<file path="config.mk">
export PLATFORM = sky130hd
export DESIGN_NAME = swx_ecfg
export DESIGN_NICKNAME = d
export VERILOG_FILES = /design/src/swx_pkg.sv /design/src/swx_tbl_if.sv /design/src/swx_sticky.sv /design/src/swx_tbl_mem.sv /design/src/swx_ecfg.sv
export VERILOG_INCLUDE_DIRS = /design/src
export SDC_FILE = /design/constraint.sdc
export NUM_CORES = 2
export LEC_CHECK = 0
export BUFFER_PORTS_ARGS = -buffer_cell sky130_fd_sc_hd__buf_2
export CAP_MARGIN = 10
export CORE_MARGIN = 2
export CORE_UTILIZATION = 35
export DETAILED_ROUTE_END_ITERATION = 8
export PLACE_DENSITY_LB_ADDON = 0.3
export RECOVER_POWER = 50
export SETUP_SLACK_MARGIN = 0.4
export SLEW_MARGIN = 20
export SYNTH_ARGS = -nofsm -noshare
export SYNTH_HDL_FRONTEND = slang
export SYNTH_SLANG_ARGS = --single-unit
export TNS_END_PERCENT = 50
</file>
<file path="constraint.sdc">
create_clock -name CLK_IN -period 2.45 [get_ports CLK_IN]
set_clock_uncertainty 0.15 [all_clocks]
set_input_delay 0 -clock CLK_IN [delete_from_list [all_inputs] [get_ports CLK_IN]]
set_output_delay 0 -clock CLK_IN [all_outputs]
set_load 0.005 [all_outputs]
</file>
<file path="src/swx_regs.svh">
// offsets, field values, reset values and write masks of the extended config space
// Notes on behaviour
// RULE_01: first extended capability header sits at config offset 100h.
// RULE_02: all later extended capabilities sit above 0FFh, outside the legacy header.
// RULE_03: header at 100h returns id 0001h and next pointer 140h.
// RULE_04: channel capability 2 reports channel arbitration table offset 3.
// RULE_05: second channel resource capability reports port arbitration table offset 6.
// RULE_06: header at 220h returns id 000Dh and next pointer 000h.
// RULE_07: header at 230h returns id 0018h; 234h holds latency values and scales.
// RULE_08: vendor_identifier is read-only to config writes, reloadable by SMBus or EEPROM.
// RULE_09: reserved offsets read zero; writes there are ignored.
`ifndef SWX_REGS_SVH
`define SWX_REGS_SVH

`define SWX_OFF_VID 12'h000
`define SWX_OFF_AER_HDR 12'h100
`define SWX_OFF_UE_STAT 12'h104
`define SWX_OFF_UE_MASK 12'h108
`define SWX_OFF_UE_SEV 12'h10C
`define SWX_OFF_CE_STAT 12'h110
`define SWX_OFF_CE_MASK 12'h114
`define SWX_OFF_AER_CTL 12'h118
`define SWX_OFF_HLOG0 12'h11C
`define SWX_OFF_HLOG1 12'h120
`define SWX_OFF_HLOG2 12'h124
`define SWX_OFF_HLOG3 12'h128
`define SWX_OFF_AER_RSVD 12'h12C
`define SWX_OFF_VC_HDR 12'h140
`define SWX_OFF_VC_CAP1 12'h144
`define SWX_OFF_VC_CAP2 12'h148
`define SWX_OFF_VC_CTL 12'h14C
`define SWX_OFF_R0_CAP 12'h150
`define SWX_OFF_R0_CTL 12'h154
`define SWX_OFF_R0_STS 12'h158
`define SWX_OFF_R1_CAP 12'h15C
`define SWX_OFF_R1_CTL 12'h160
`define SWX_OFF_R1_STS 12'h164
`define SWX_OFF_TBL_LO 12'h170
`define SWX_OFF_TBL_HI 12'h1FC
`define SWX_OFF_PB_HDR 12'h20C
`define SWX_OFF_PB_SEL 12'h210
`define SWX_OFF_PB_DATA 12'h214
`define SWX_OFF_PB_CAP 12'h218
`define SWX_OFF_ACS_HDR 12'h220
`define SWX_OFF_ACS_CC 12'h224
`define SWX_OFF_EGR 12'h228
`define SWX_OFF_LTR_HDR 12'h230
`define SWX_OFF_LTR_LAT 12'h234

// capability headers: next pointer [31:20], version [19:16], id [15:0]
`define SWX_AER_HDR_VAL 32'h1401_0001
`define SWX_VC_HDR_VAL 32'h20C1_0002
`define SWX_PB_HDR_VAL 32'h2201_0004
`define SWX_ACS_HDR_VAL 32'h0001_000D
`define SWX_LTR_HDR_VAL 32'h0001_0018
`define SWX_EXT_BASE 12'h0FF
`define SWX_NEXT_AER 12'h140
`define SWX_NEXT_VC 12'h20C

// fixed capability words; table offset fields at [31:24]
`define SWX_VC_CAP1_VAL 32'h0000_0001
`define SWX_VC_CAP2_VAL 32'h0300_0001
`define SWX_R0_CAP_VAL 32'h0400_0001
`define SWX_R1_CAP_VAL 32'h0600_0001
`define SWX_PB_CAP_VAL 32'h0000_0001
`define SWX_PB_DATA0 32'h0000_0000
`define SWX_ACS_CAP_VAL 16'h001F

// reset values (vendor_identifier default is arbitrary)
`define SWX_VID_RST 16'h1A2B
`define SWX_UE_SEV_RST 32'h0000_0000
`define SWX_R0_CTL_RST 32'h8000_0001
`define SWX_R1_CTL_RST 32'h0100_0000

// implemented status bits and writable bits
`define SWX_UE_IMPL 32'h03FF_F030
`define SWX_CE_IMPL 32'h0000_31C1
`define SWX_AER_CTL_WMASK 32'h0000_0140
`define SWX_VC_CTL_WMASK 32'h0000_000F
`define SWX_R0_CTL_WMASK 32'h0000_00FE
`define SWX_R1_CTL_WMASK 32'h8700_00FE
`define SWX_PB_SEL_WMASK 32'h0000_00FF
`define SWX_ACS_CTL_WMASK 32'h001F_0000
`define SWX_EGR_WMASK 32'h0000_0007
`define SWX_LTR_WMASK 32'h1FFF_1FFF
`define SWX_TBL_STS_BIT 16
`define SWX_TBL_BASE_IDX 6'h1C
`define SWX_TBL_DEPTH 36

`endif

</file>
<file path="src/swx_pkg.sv">
// types shared by the extended config space modules
package swx_pkg;
  typedef enum logic [1:0] {
    SWX_ST_IDLE = 2'b01,
    SWX_ST_RESP = 2'b10
  } swx_state_e;
  typedef logic [31:0] swx_word_t;
  typedef logic [11:0] swx_addr_t;
endpackage

</file>
<file path="src/swx_tbl_if.sv">
// carrier between the register file and the arbitration table memory
`timescale 1ns/1ns
`default_nettype none
interface swx_tbl_if;
  logic en;
  logic we;
  logic [5:0] addr;
  logic [3:0] be;
  swx_pkg::swx_word_t wdata;
  swx_pkg::swx_word_t rdata;
  modport ctl (output en, output we, output addr, output be, output wdata, input rdata);
  modport mem (input en, input we, input addr, input be, input wdata, output rdata);
endinterface
`default_nettype wire

</file>
<file path="src/swx_sticky.sv">
// sticky error status word, write one to clear, set beats clear
`timescale 1ns/1ns
`default_nettype none
module swx_sticky #(
  parameter logic [31:0] IMPL = 32'hFFFF_FFFF
) (
  input wire logic clk_in,
  input wire logic rst_n_in,
  input wire logic [31:0] set_in,
  input wire logic [31:0] clr_in,
  output logic [31:0] q_out
);
  logic [31:0] q_r;
  logic [31:0] q_nxt;

  // clear first, then set so a coincident event survives
  assign q_nxt = ((q_r & ~clr_in) | set_in) & IMPL;
  assign q_out = q_r;

  always_ff @(posedge clk_in or negedge rst_n_in) begin
    if (!rst_n_in) begin
      q_r <= 32'h0000_0000;
    end else begin
      q_r <= q_nxt;
    end
  end
endmodule
`default_nettype wire

</file>
<file path="src/swx_tbl_mem.sv">
// arbitration tables, byte writable, registered read data
`timescale 1ns/1ns
`default_nettype none
`include "swx_regs.svh"
module swx_tbl_mem (
  input wire logic clk_in,
  input wire logic rst_n_in,
  swx_tbl_if.mem tbl
);
  logic [31:0] mem_r [0:`SWX_TBL_DEPTH-1];
  logic [31:0] rdata_r;

  // table words, cleared at reset
  always_ff @(posedge clk_in or negedge rst_n_in) begin
    if (!rst_n_in) begin
      for (int i = 0; i < `SWX_TBL_DEPTH; i++) begin
        mem_r[i] <= 32'h0000_0000;
      end
    end else if (tbl.en && tbl.we) begin
      for (int b = 0; b < 4; b++) begin
        if (tbl.be[b]) begin
          mem_r[tbl.addr][8*b +: 8] <= tbl.wdata[8*b +: 8];
        end
      end
    end
  end

  // read port, value held until the next access
  always_ff @(posedge clk_in or negedge rst_n_in) begin
    if (!rst_n_in) begin
      rdata_r <= 32'h0000_0000;
    end else if (tbl.en) begin
      rdata_r <= mem_r[tbl.addr];
    end
  end

  assign tbl.rdata = rdata_r;
endmodule
`default_nettype wire

</file>
<file path="src/swx_ecfg.sv">
// extended configuration space register bank of one switch port
`timescale 1ns/1ns
`default_nettype none
`include "swx_regs.svh"
module swx_ecfg (
  input wire logic CLK_IN,
  input wire logic NRST_IN,
  input wire logic CFG_REQ_IN,
  input wire logic CFG_WR_IN,
  input wire logic [11:0] CFG_ADDR_IN,
  input wire logic [3:0] CFG_BE_IN,
  input wire logic [31:0] CFG_WDATA_IN,
  output logic CFG_ACK_OUT,
  output logic [31:0] CFG_RDATA_OUT,
  input wire logic VID_LOAD_IN,
  input wire logic [15:0] VID_LOAD_DATA_IN,
  input wire logic [31:0] UE_EVENT_IN,
  input wire logic [31:0] CE_EVENT_IN,
  input wire logic [127:0] HDR_LOG_IN,
  output logic ERR_FATAL_OUT,
  output logic ERR_NONFATAL_OUT,
  output logic ERR_COR_OUT,
  output logic [15:0] ACS_CTRL_OUT,
  output logic [7:0] EGRESS_VEC_OUT,
  output logic CH1_ENABLE_OUT,
  output logic [31:0] LTR_LIMITS_OUT
);
  swx_pkg::swx_state_e state_r;
  swx_pkg::swx_state_e state_nxt;
  swx_pkg::swx_addr_t wa;
  swx_pkg::swx_addr_t addr_r;
  logic taken;
  logic wr;
  logic [31:0] bmask;
  logic [15:0] vid_r;
  logic [31:0] ue_stat;
  logic [31:0] ce_stat;
  logic [31:0] ue_mask_r;
  logic [31:0] ue_sev_r;
  logic [31:0] ce_mask_r;
  logic [31:0] aer_ctl_r;
  logic [127:0] hlog_r;
  logic [31:0] vc_ctl_r;
  logic [31:0] r0_ctl_r;
  logic [31:0] r1_ctl_r;
  logic [31:0] pb_sel_r;
  logic [31:0] acs_ctl_r;
  logic [31:0] egr_r;
  logic [31:0] ltr_r;
  logic tbl_sts_r;
  logic [31:0] rd_mux;
  logic [31:0] rdata_r;
  logic sel_tbl_r;
  logic in_tbl;
  logic [31:0] ue_clr;
  logic [31:0] ce_clr;
  logic ue_new;
  logic log_take;
  logic fatal_r;
  logic nonfatal_r;
  logic cor_r;

  swx_tbl_if tbl ();

  // masked write of the lanes the request enables
  function automatic logic [31:0] upd(input logic [31:0] old, input logic [31:0] wd,
                                      input logic [31:0] wm, input logic [31:0] bm);
    logic [31:0] m;
    m = wm & bm;
    upd = (old & ~m) | (wd & m);
  endfunction

  // request decode
  assign taken = CFG_REQ_IN && (state_r == swx_pkg::SWX_ST_IDLE);
  assign wr = taken && CFG_WR_IN;
  assign wa = {CFG_ADDR_IN[11:2], 2'b00};
  assign bmask = {{8{CFG_BE_IN[3]}}, {8{CFG_BE_IN[2]}}, {8{CFG_BE_IN[1]}}, {8{CFG_BE_IN[0]}}};
  assign in_tbl = (wa >= `SWX_OFF_TBL_LO) && (wa <= `SWX_OFF_TBL_HI);

  // request and answer sequencing
  always_comb begin
    case (state_r)
      swx_pkg::SWX_ST_IDLE: state_nxt = taken ? swx_pkg::SWX_ST_RESP : swx_pkg::SWX_ST_IDLE;
      swx_pkg::SWX_ST_RESP: state_nxt = swx_pkg::SWX_ST_IDLE;
      default: state_nxt = swx_pkg::SWX_ST_IDLE;
    endcase
  end

  always_ff @(posedge CLK_IN or negedge NRST_IN) begin
    if (!NRST_IN) begin
      state_r <= swx_pkg::SWX_ST_IDLE;
    end else begin
      state_r <= state_nxt;
    end
  end

  // arbitration table access
  assign tbl.en = taken && in_tbl;
  assign tbl.we = CFG_WR_IN;
  assign tbl.addr = 6'(wa[7:2] - `SWX_TBL_BASE_IDX);
  assign tbl.be = CFG_BE_IN;
  assign tbl.wdata = CFG_WDATA_IN;

  swx_tbl_mem u_tbl (
    .clk_in(CLK_IN),
    .rst_n_in(NRST_IN),
    .tbl(tbl.mem)
  );

  // error status words, cleared by writing ones
  assign ue_clr = (wr && wa == `SWX_OFF_UE_STAT) ? (CFG_WDATA_IN & bmask) : 32'h0000_0000;
  assign ce_clr = (wr && wa == `SWX_OFF_CE_STAT) ? (CFG_WDATA_IN & bmask) : 32'h0000_0000;

  swx_sticky #(.IMPL(`SWX_UE_IMPL)) u_ue (
    .clk_in(CLK_IN),
    .rst_n_in(NRST_IN),
    .set_in(UE_EVENT_IN),
    .clr_in(ue_clr),
    .q_out(ue_stat)
  );

  swx_sticky #(.IMPL(`SWX_CE_IMPL)) u_ce (
    .clk_in(CLK_IN),
    .rst_n_in(NRST_IN),
    .set_in(CE_EVENT_IN),
    .clr_in(ce_clr),
    .q_out(ce_stat)
  );

  // header log grabs the first unmasked uncorrectable error
  assign ue_new = |(UE_EVENT_IN & `SWX_UE_IMPL & ~ue_mask_r);
  assign log_take = ue_new && ((ue_stat & ~ue_mask_r) == 32'h0000_0000);

  always_ff @(posedge CLK_IN or negedge NRST_IN) begin
    if (!NRST_IN) begin
      hlog_r <= 128'h0;
    end else if (log_take) begin
      hlog_r <= HDR_LOG_IN;
    end
  end

  // vendor_identifier: only the load path changes it, config writes never do
  always_ff @(posedge CLK_IN or negedge NRST_IN) begin
    if (!NRST_IN) begin
      vid_r <= `SWX_VID_RST;
    end else if (VID_LOAD_IN) begin
      vid_r <= VID_LOAD_DATA_IN; // RULE_08
    end
  end

  // error reporting control words
  always_ff @(posedge CLK_IN or negedge NRST_IN) begin
    if (!NRST_IN) begin
      ue_mask_r <= 32'h0000_0000;
      ue_sev_r <= `SWX_UE_SEV_RST;
      ce_mask_r <= 32'h0000_0000;
      aer_ctl_r <= 32'h0000_0000;
    end else if (wr) begin
      if (wa == `SWX_OFF_UE_MASK) ue_mask_r <= upd(ue_mask_r, CFG_WDATA_IN, `SWX_UE_IMPL, bmask);
      if (wa == `SWX_OFF_UE_SEV) ue_sev_r <= upd(ue_sev_r, CFG_WDATA_IN, `SWX_UE_IMPL, bmask);
      if (wa == `SWX_OFF_CE_MASK) ce_mask_r <= upd(ce_mask_r, CFG_WDATA_IN, `SWX_CE_IMPL, bmask);
      if (wa == `SWX_OFF_AER_CTL) begin
        aer_ctl_r <= upd(aer_ctl_r, CFG_WDATA_IN, `SWX_AER_CTL_WMASK, bmask);
      end
    end
  end

  // channel control words
  always_ff @(posedge CLK_IN or negedge NRST_IN) begin
    if (!NRST_IN) begin
      vc_ctl_r <= 32'h0000_0000;
      r0_ctl_r <= `SWX_R0_CTL_RST;
      r1_ctl_r <= `SWX_R1_CTL_RST;
    end else if (wr) begin
      if (wa == `SWX_OFF_VC_CTL) vc_ctl_r <= upd(vc_ctl_r, CFG_WDATA_IN, `SWX_VC_CTL_WMASK, bmask);
      if (wa == `SWX_OFF_R0_CTL) r0_ctl_r <= upd(r0_ctl_r, CFG_WDATA_IN, `SWX_R0_CTL_WMASK, bmask);
      if (wa == `SWX_OFF_R1_CTL) r1_ctl_r <= upd(r1_ctl_r, CFG_WDATA_IN, `SWX_R1_CTL_WMASK, bmask);
    end
  end

  // table status: a table write marks it stale, a load command clears it
  always_ff @(posedge CLK_IN or negedge NRST_IN) begin
    if (!NRST_IN) begin
      tbl_sts_r <= 1'b0;
    end else if (wr && in_tbl) begin
      tbl_sts_r <= 1'b1;
    end else if (wr && wa == `SWX_OFF_VC_CTL && CFG_BE_IN[0] && CFG_WDATA_IN[0]) begin
      tbl_sts_r <= 1'b0;
    end
  end

  // power budget, access control and latency words
  always_ff @(posedge CLK_IN or negedge NRST_IN) begin
    if (!NRST_IN) begin
      pb_sel_r <= 32'h0000_0000;
      acs_ctl_r <= 32'h0000_0000;
      egr_r <= 32'h0000_0000;
      ltr_r <= 32'h0000_0000;
    end else if (wr) begin
      if (wa == `SWX_OFF_PB_SEL) pb_sel_r <= upd(pb_sel_r, CFG_WDATA_IN, `SWX_PB_SEL_WMASK, bmask);
      if (wa == `SWX_OFF_ACS_CC) begin
        acs_ctl_r <= upd(acs_ctl_r, CFG_WDATA_IN, `SWX_ACS_CTL_WMASK, bmask);
      end
      if (wa == `SWX_OFF_EGR) egr_r <= upd(egr_r, CFG_WDATA_IN, `SWX_EGR_WMASK, bmask);
      if (wa == `SWX_OFF_LTR_LAT) begin
        ltr_r <= upd(ltr_r, CFG_WDATA_IN, `SWX_LTR_WMASK, bmask); // RULE_07
      end
    end
  end

  // read selection, everything unlisted reads zero
  assign rd_mux =
    (wa == `SWX_OFF_VID) ? {16'h0000, vid_r} : // RULE_08
    (wa == `SWX_OFF_AER_HDR) ? `SWX_AER_HDR_VAL : // RULE_01
    (wa == `SWX_OFF_UE_STAT) ? ue_stat :
    (wa == `SWX_OFF_UE_MASK) ? ue_mask_r :
    (wa == `SWX_OFF_UE_SEV) ? ue_sev_r :
    (wa == `SWX_OFF_CE_STAT) ? ce_stat :
    (wa == `SWX_OFF_CE_MASK) ? ce_mask_r :
    (wa == `SWX_OFF_AER_CTL) ? aer_ctl_r :
    (wa == `SWX_OFF_HLOG0) ? hlog_r[31:0] :
    (wa == `SWX_OFF_HLOG1) ? hlog_r[63:32] :
    (wa == `SWX_OFF_HLOG2) ? hlog_r[95:64] :
    (wa == `SWX_OFF_HLOG3) ? hlog_r[127:96] :
    (wa == `SWX_OFF_VC_HDR) ? `SWX_VC_HDR_VAL : // RULE_02
    (wa == `SWX_OFF_VC_CAP1) ? `SWX_VC_CAP1_VAL :
    (wa == `SWX_OFF_VC_CAP2) ? `SWX_VC_CAP2_VAL : // RULE_04
    (wa == `SWX_OFF_VC_CTL) ? (vc_ctl_r | (32'(tbl_sts_r) << `SWX_TBL_STS_BIT)) :
    (wa == `SWX_OFF_R0_CAP) ? `SWX_R0_CAP_VAL :
    (wa == `SWX_OFF_R0_CTL) ? r0_ctl_r :
    (wa == `SWX_OFF_R1_CAP) ? `SWX_R1_CAP_VAL : // RULE_05
    (wa == `SWX_OFF_R1_CTL) ? r1_ctl_r :
    (wa == `SWX_OFF_PB_HDR) ? `SWX_PB_HDR_VAL :
    (wa == `SWX_OFF_PB_SEL) ? pb_sel_r :
    (wa == `SWX_OFF_PB_DATA) ? ((pb_sel_r == 32'h0000_0000) ? `SWX_PB_DATA0 : 32'h0000_0000) :
    (wa == `SWX_OFF_PB_CAP) ? `SWX_PB_CAP_VAL :
    (wa == `SWX_OFF_ACS_HDR) ? `SWX_ACS_HDR_VAL : // RULE_06
    (wa == `SWX_OFF_ACS_CC) ? (acs_ctl_r | {16'h0000, `SWX_ACS_CAP_VAL}) :
    (wa == `SWX_OFF_EGR) ? egr_r :
    (wa == `SWX_OFF_LTR_HDR) ? `SWX_LTR_HDR_VAL : // RULE_07
    (wa == `SWX_OFF_LTR_LAT) ? ltr_r :
    32'h0000_0000; // RULE_09

  // answer capture
  always_ff @(posedge CLK_IN or negedge NRST_IN) begin
    if (!NRST_IN) begin
      rdata_r <= 32'h0000_0000;
      addr_r <= 12'h000;
      sel_tbl_r <= 1'b0;
    end else if (taken) begin
      rdata_r <= rd_mux;
      addr_r <= wa;
      sel_tbl_r <= in_tbl;
    end
  end

  assign CFG_ACK_OUT = (state_r == swx_pkg::SWX_ST_RESP);
  assign CFG_RDATA_OUT = sel_tbl_r ? tbl.rdata : rdata_r;

  // error summary outputs
  always_ff @(posedge CLK_IN or negedge NRST_IN) begin
    if (!NRST_IN) begin
      fatal_r <= 1'b0;
      nonfatal_r <= 1'b0;
      cor_r <= 1'b0;
    end else begin
      fatal_r <= |(ue_stat & ~ue_mask_r & ue_sev_r);
      nonfatal_r <= |(ue_stat & ~ue_mask_r & ~ue_sev_r);
      cor_r <= |(ce_stat & ~ce_mask_r);
    end
  end

  assign ERR_FATAL_OUT = fatal_r;
  assign ERR_NONFATAL_OUT = nonfatal_r;
  assign ERR_COR_OUT = cor_r;
  assign ACS_CTRL_OUT = acs_ctl_r[31:16];
  assign EGRESS_VEC_OUT = egr_r[7:0];
  assign CH1_ENABLE_OUT = r1_ctl_r[31];
  assign LTR_LIMITS_OUT = ltr_r;
endmodule
`default_nettype wire

</file>
==> impl_metrics.sql <==
INSERT INTO impl_metrics (metric_group, metric, value, unit) VALUES
('timing', 'rsz_0062_raised_after_global_routing', 'true', ''),
('critical_path', 'path_cells', 'and3b_2, buf_12, buf_6, nand3_4, nand2b_4, buf_12, buf_12, nor3_4, buf_6, mux2_4', ''),
('cts', 'cts_max_path_buffers', '3', ''),
('timing', 'final_hold_viol_count', '0', ''),
('critical_path', 'timing.rr.end', 'u_tbl.mem_r[527]', ''),
('placement', 'buffer_ports.inserted', '287', ''),
('die', 'chipHeight', '453', 'um'),
('critical_path', 'critical_path_class', 'reg -> reg', ''),
('layout', 'area_added_between_synthesis_and_finish', '34.0', '%'),
('placement', 'post-place-cells', '8221', ''),
('critical_path', 'critPathMostFrequentCell', 'sky130_fd_sc_hd__buf_12', ''),
('grt', 'grt_use_total', '0.239', ''),
('cts', 'clockRootBuffer', 'sky130_fd_sc_hd__clkbuf_16', ''),
('routing', 'wirelength', '250', 'mm'),
('die', 'core_rows', '164', ''),
('layout', 'final_layout_size_suffix_gt1_frac', '0.504', ''),
('critical_path', 'critical_path_buf_inv_count', '5', ''),
('run_status', 'status', 'finished with violations', ''),
('routing', 'detail_route.drc_violations', '0', ''),
('critical_path', 'path_delay_family', 'simple AND/OR/NAND/NOR gates', ''),
('synthesis', 'synth_cell_types', '78', ''),
('grt', 'first_global_vias', '52096', ''),
('timing', 'max-slew-margin-rel', '-0.0505', ''),
('critical_path', 'worstPathRequired', '2980', 'ps'),
('synthesis', 'postSynth.topFlopCell', 'sky130_fd_sc_hd__dfrtp_1', ''),
('layout', 'stdcell_count', '8976', ''),
('grt', 'antenna_found_initial', '17', ''),
('grt', 'first_pass_grt_wire_length', '365', 'mm'),
('timing', 'finalWorstPathRequiredPeriod', '2590', 'ps'),
('timing', 'achievable-frequency', '386', 'MHz'),
('critical_path', 'cpPeakStageDelay', '530', 'ps'),
('critical_path', 'setup.reg_to_reg.worst_slack', '-140', 'ps'),
('timing', 'setup_viol', '783', ''),
('critical_path', 'setup.worst_path.start_class', 'flop', ''),
('synthesis', 'mapped_cells', '4951', ''),
('hold_path', 'hold-path-endpoint', 'u_tbl.tbl.rdata[25]', ''),
('synthesis', 'synth-seq-area-share', '0.531', ''),
('cts', 'clkLatencyLatePin', '810', 'ps'),
('cts', 'cts.htree.levels', '4', ''),
('job', 'maxCapViolations', '1', ''),
('run_status', 'failed_checks', 'max-capacitance violations, max-slew violations, negative setup slack', ''),
('hold_path', 'min_path_type', 'in -> reg', ''),
('routing', 'detailedRoute.firstPassIterationCount', '7', ''),
('synthesis', 'count_of_yosys_warnings_during_synthesis', '0', ''),
('pwr', 'vdd_ir_drop_max', '0.639', 'mV'),
('die', 'fp.dieArea', '0.205', 'sq mm'),
('cts', 'clock_tree_from_tritoncts', 'built', ''),
('synthesis', 'synth_async_sr_flop_share', '1.00', ''),
('layout', 'fill_cells', '17130', ''),
('critical_path', 'worst_r2r_startpoint', 'state_r[0]', ''),
('routing', 'dr_total_vias', '49889', ''),
('layout', 'finish.net_count', '6455', ''),
('hold_path', 'hold-path-cell-count', '5', ''),
('cts', 'cts_made_buffers', '157', ''),
('critical_path', 'worstPathMaxFanout', '7', ''),
('die', 'horizontal_die_dimension', '453', 'um'),
('pwr', 'total_power', '54.7', 'mW'),
('critical_path', 'cp-end-kind', 'flop', ''),
('synthesis', 'yosys_register_bits', '1493', ''),
('timing', 'tightest_slew', '1580', 'ps'),
('routing', 'avgRoutedWirePerCell', '27.9', 'um'),
('layout', 'layout.cells.most_common', 'sky130_fd_sc_hd__dfrtp_1', ''),
('grt', 'overflow', '0', ''),
('pwr', 'power.density_cell_area', '579', 'mW/mm^2'),
('grt', 'grt_start_max_net_pins', '105', ''),
('timing', 'maxSlewViolCount', '18', ''),
('pwr', 'cellLeakagePower', '44.4', 'nW'),
('timing', 'final_critical_path_setup_slack', '-140', 'ps'),
('placement', 'dp.final_hpwl', '169', 'mm'),
('synthesis', 'yosysTopAreaCellShare', '0.527', ''),
('routing', 'detail-route-antenna-nets', '0', '');
[synth_stat cells (6+ instances only)]
| library cell | number |
|---|---|
| sky130_fd_sc_hd__dfrtp_1 | 1484 |
| sky130_fd_sc_hd__mux2_2 | 1367 |
| sky130_fd_sc_hd__mux4_2 | 268 |
| sky130_fd_sc_hd__clkbuf_1 | 256 |
| sky130_fd_sc_hd__nand2_1 | 255 |
| sky130_fd_sc_hd__a21oi_1 | 116 |
| sky130_fd_sc_hd__mux2i_1 | 115 |
| sky130_fd_sc_hd__o21ai_0 | 109 |
| sky130_fd_sc_hd__nor3_4 | 79 |
| sky130_fd_sc_hd__nor2_1 | 61 |
| sky130_fd_sc_hd__buf_2 | 57 |
| sky130_fd_sc_hd__a22oi_1 | 55 |
| sky130_fd_sc_hd__nor2_2 | 49 |
| sky130_fd_sc_hd__o22ai_1 | 48 |
| sky130_fd_sc_hd__inv_1 | 47 |
| sky130_fd_sc_hd__mux2_1 | 47 |
| sky130_fd_sc_hd__buf_1 | 40 |
| sky130_fd_sc_hd__nand3_1 | 37 |
| sky130_fd_sc_hd__buf_4 | 32 |
| sky130_fd_sc_hd__a21o_1 | 27 |
| sky130_fd_sc_hd__a2111oi_0 | 26 |
| sky130_fd_sc_hd__nor3_1 | 26 |
| sky130_fd_sc_hd__nor2b_1 | 25 |
| sky130_fd_sc_hd__and2_1 | 24 |
| sky130_fd_sc_hd__o211a_1 | 24 |
| sky130_fd_sc_hd__nor3_2 | 20 |
| sky130_fd_sc_hd__a211oi_1 | 18 |
| sky130_fd_sc_hd__o211ai_1 | 17 |
| sky130_fd_sc_hd__nand2b_1 | 16 |
| sky130_fd_sc_hd__a221oi_1 | 14 |
| sky130_fd_sc_hd__a32oi_1 | 14 |
| sky130_fd_sc_hd__and3_1 | 13 |
| sky130_fd_sc_hd__o221ai_1 | 12 |
| sky130_fd_sc_hd__a31oi_1 | 11 |
| sky130_fd_sc_hd__a221o_1 | 9 |
| sky130_fd_sc_hd__a22o_1 | 9 |
| sky130_fd_sc_hd__dfstp_2 | 9 |
| sky130_fd_sc_hd__o2111ai_1 | 8 |
| sky130_fd_sc_hd__o2bb2ai_1 | 7 |
| sky130_fd_sc_hd__a211o_1 | 6 |
| sky130_fd_sc_hd__nor4_1 | 6 |
[through the flow]
| stage | setup WS [ps] | util | cell area [sq um] | hold slack (ps) | setup TNS (ps) |
|---|---|---|---|---|---|
| 2_1_floorplan | -72.7 | - | 72100 | -446 | -10360 |
| 3_3_place_gp | -508 | 0.414 | 82800 | -157 | -89230 |
| 6_report | -140 | 0.472 | 94400 | 69.4 | -40990 |
| 5_1_grt | -201 | 0.472 | 94300 | 61.6 | -84670 |
| 4_1_cts | -127 | 0.466 | 93200 | -318 | -35980 |
| 3_5_place_dp | -619 | 0.414 | 82800 | -156 | -109550 |
[repair_timing]
item | in CTS | in global routing
buffers inserted | 16 | 24
resized for setup | 169 | 240
gates cloned | 6 | 7
hold buffers | 412 | 1
pin swaps | 20 | 37
endpoints found under the setup margin | 1442 | 1494
hold endpoints to repair | 2929 | 13
[per-layer routing]
layer / vias up / routed length, um / track usage
li1: 20853 / - / -
met1: 26557 / 104000 / 0.318
met2: 1925 / 118000 / 0.385
met3: 536 / 14800 / 0.0376
met4: 18 / 13100 / 0.107
met5: - / 126 / 0
[registers in the layout, summed over array words and instances, names as in the netlist, named ones only]
register and cells:
state_r 2, u_tbl.tbl.rdata 32, sel_tbl_r 1, ERR_NONFATAL_OUT 1, ERR_COR_OUT 1, u_tbl.mem_r 1152
hlog_r 128, vid_r 16, tbl_sts_r 1, ERR_FATAL_OUT 1, u_ce.q_out 6, u_ue.q_out 16
rdata_r 32
[tightest hold or removal path, stage by stage]
cell,delay [ps]
sky130_fd_sc_hd__buf_8,190
sky130_fd_sc_hd__buf_12,230
sky130_fd_sc_hd__mux4_2,290
sky130_fd_sc_hd__a2111oi_0,100
sky130_fd_sc_hd__o21ai_0,150
[layout make-up]
| type | count | area [sq um] | area share |
|---|---|---|---|
| Multi-Input combinational cell | 3043 | 34100 | 0.361 |
| Antenna cell | 11 | 27.5 | 0.000292 |
| Sequential cell | 1493 | 37400 | 0.396 |
| Tap cell | 2656 | 3320 | 0.0352 |
| Clock inverter | 47 | 611 | 0.00647 |
| Clock buffer | 231 | 4650 | 0.0493 |
| Inverter | 49 | 191 | 0.00203 |
| Timing Repair Buffer | 1446 | 14100 | 0.150 |
[power by group]
| group | internal (mW) | switching (mW) | leakage (nW) |
|---|---|---|---|
| registers | 24.9 | 0.269 | 20.2 |
| logic | 1.87 | 2.92 | 21.6 |
| clock network | 14.5 | 10.2 | 2.59 |
| total | 41.3 | 13.4 | 44.4 |
[worst max path at each step]
| stage | from | endpoint | slack [ps] | cells after the start |
|---|---|---|---|---|
| final | state_r[0] | u_tbl.mem_r[527] | -140 | 10 |
| after global routing | state_r[0] | u_tbl.mem_r[527] | -200 | 10 |
| after CTS | state_r[0] | u_tbl.mem_r[1144] | -130 | 8 |
| after detailed placement | CFG_ADDR_IN[5] | rdata_r[24] | -620 | 10 |
| after global placement | CFG_ADDR_IN[5] | rdata_r[24] | -510 | 10 |
| after floorplan | state_r[0] | u_tbl.mem_r[666] | -70 | 8 |
[cell families after synthesis]
logic type,count (synthesis),synth area share
multiplexers,1797,0.328
XOR/XNOR,1,0.000124
AO/OA/AOI/OAI,573,0.0558
flip-flops,1493,0.531
other,1,0.0000532
adder cells (fa/ha/maj),4,0.000711
AND/OR/NAND/NOR,645,0.0582
buffers and inverters,437,0.0263
No activity file was read; power rests on OpenSTA's default activity.
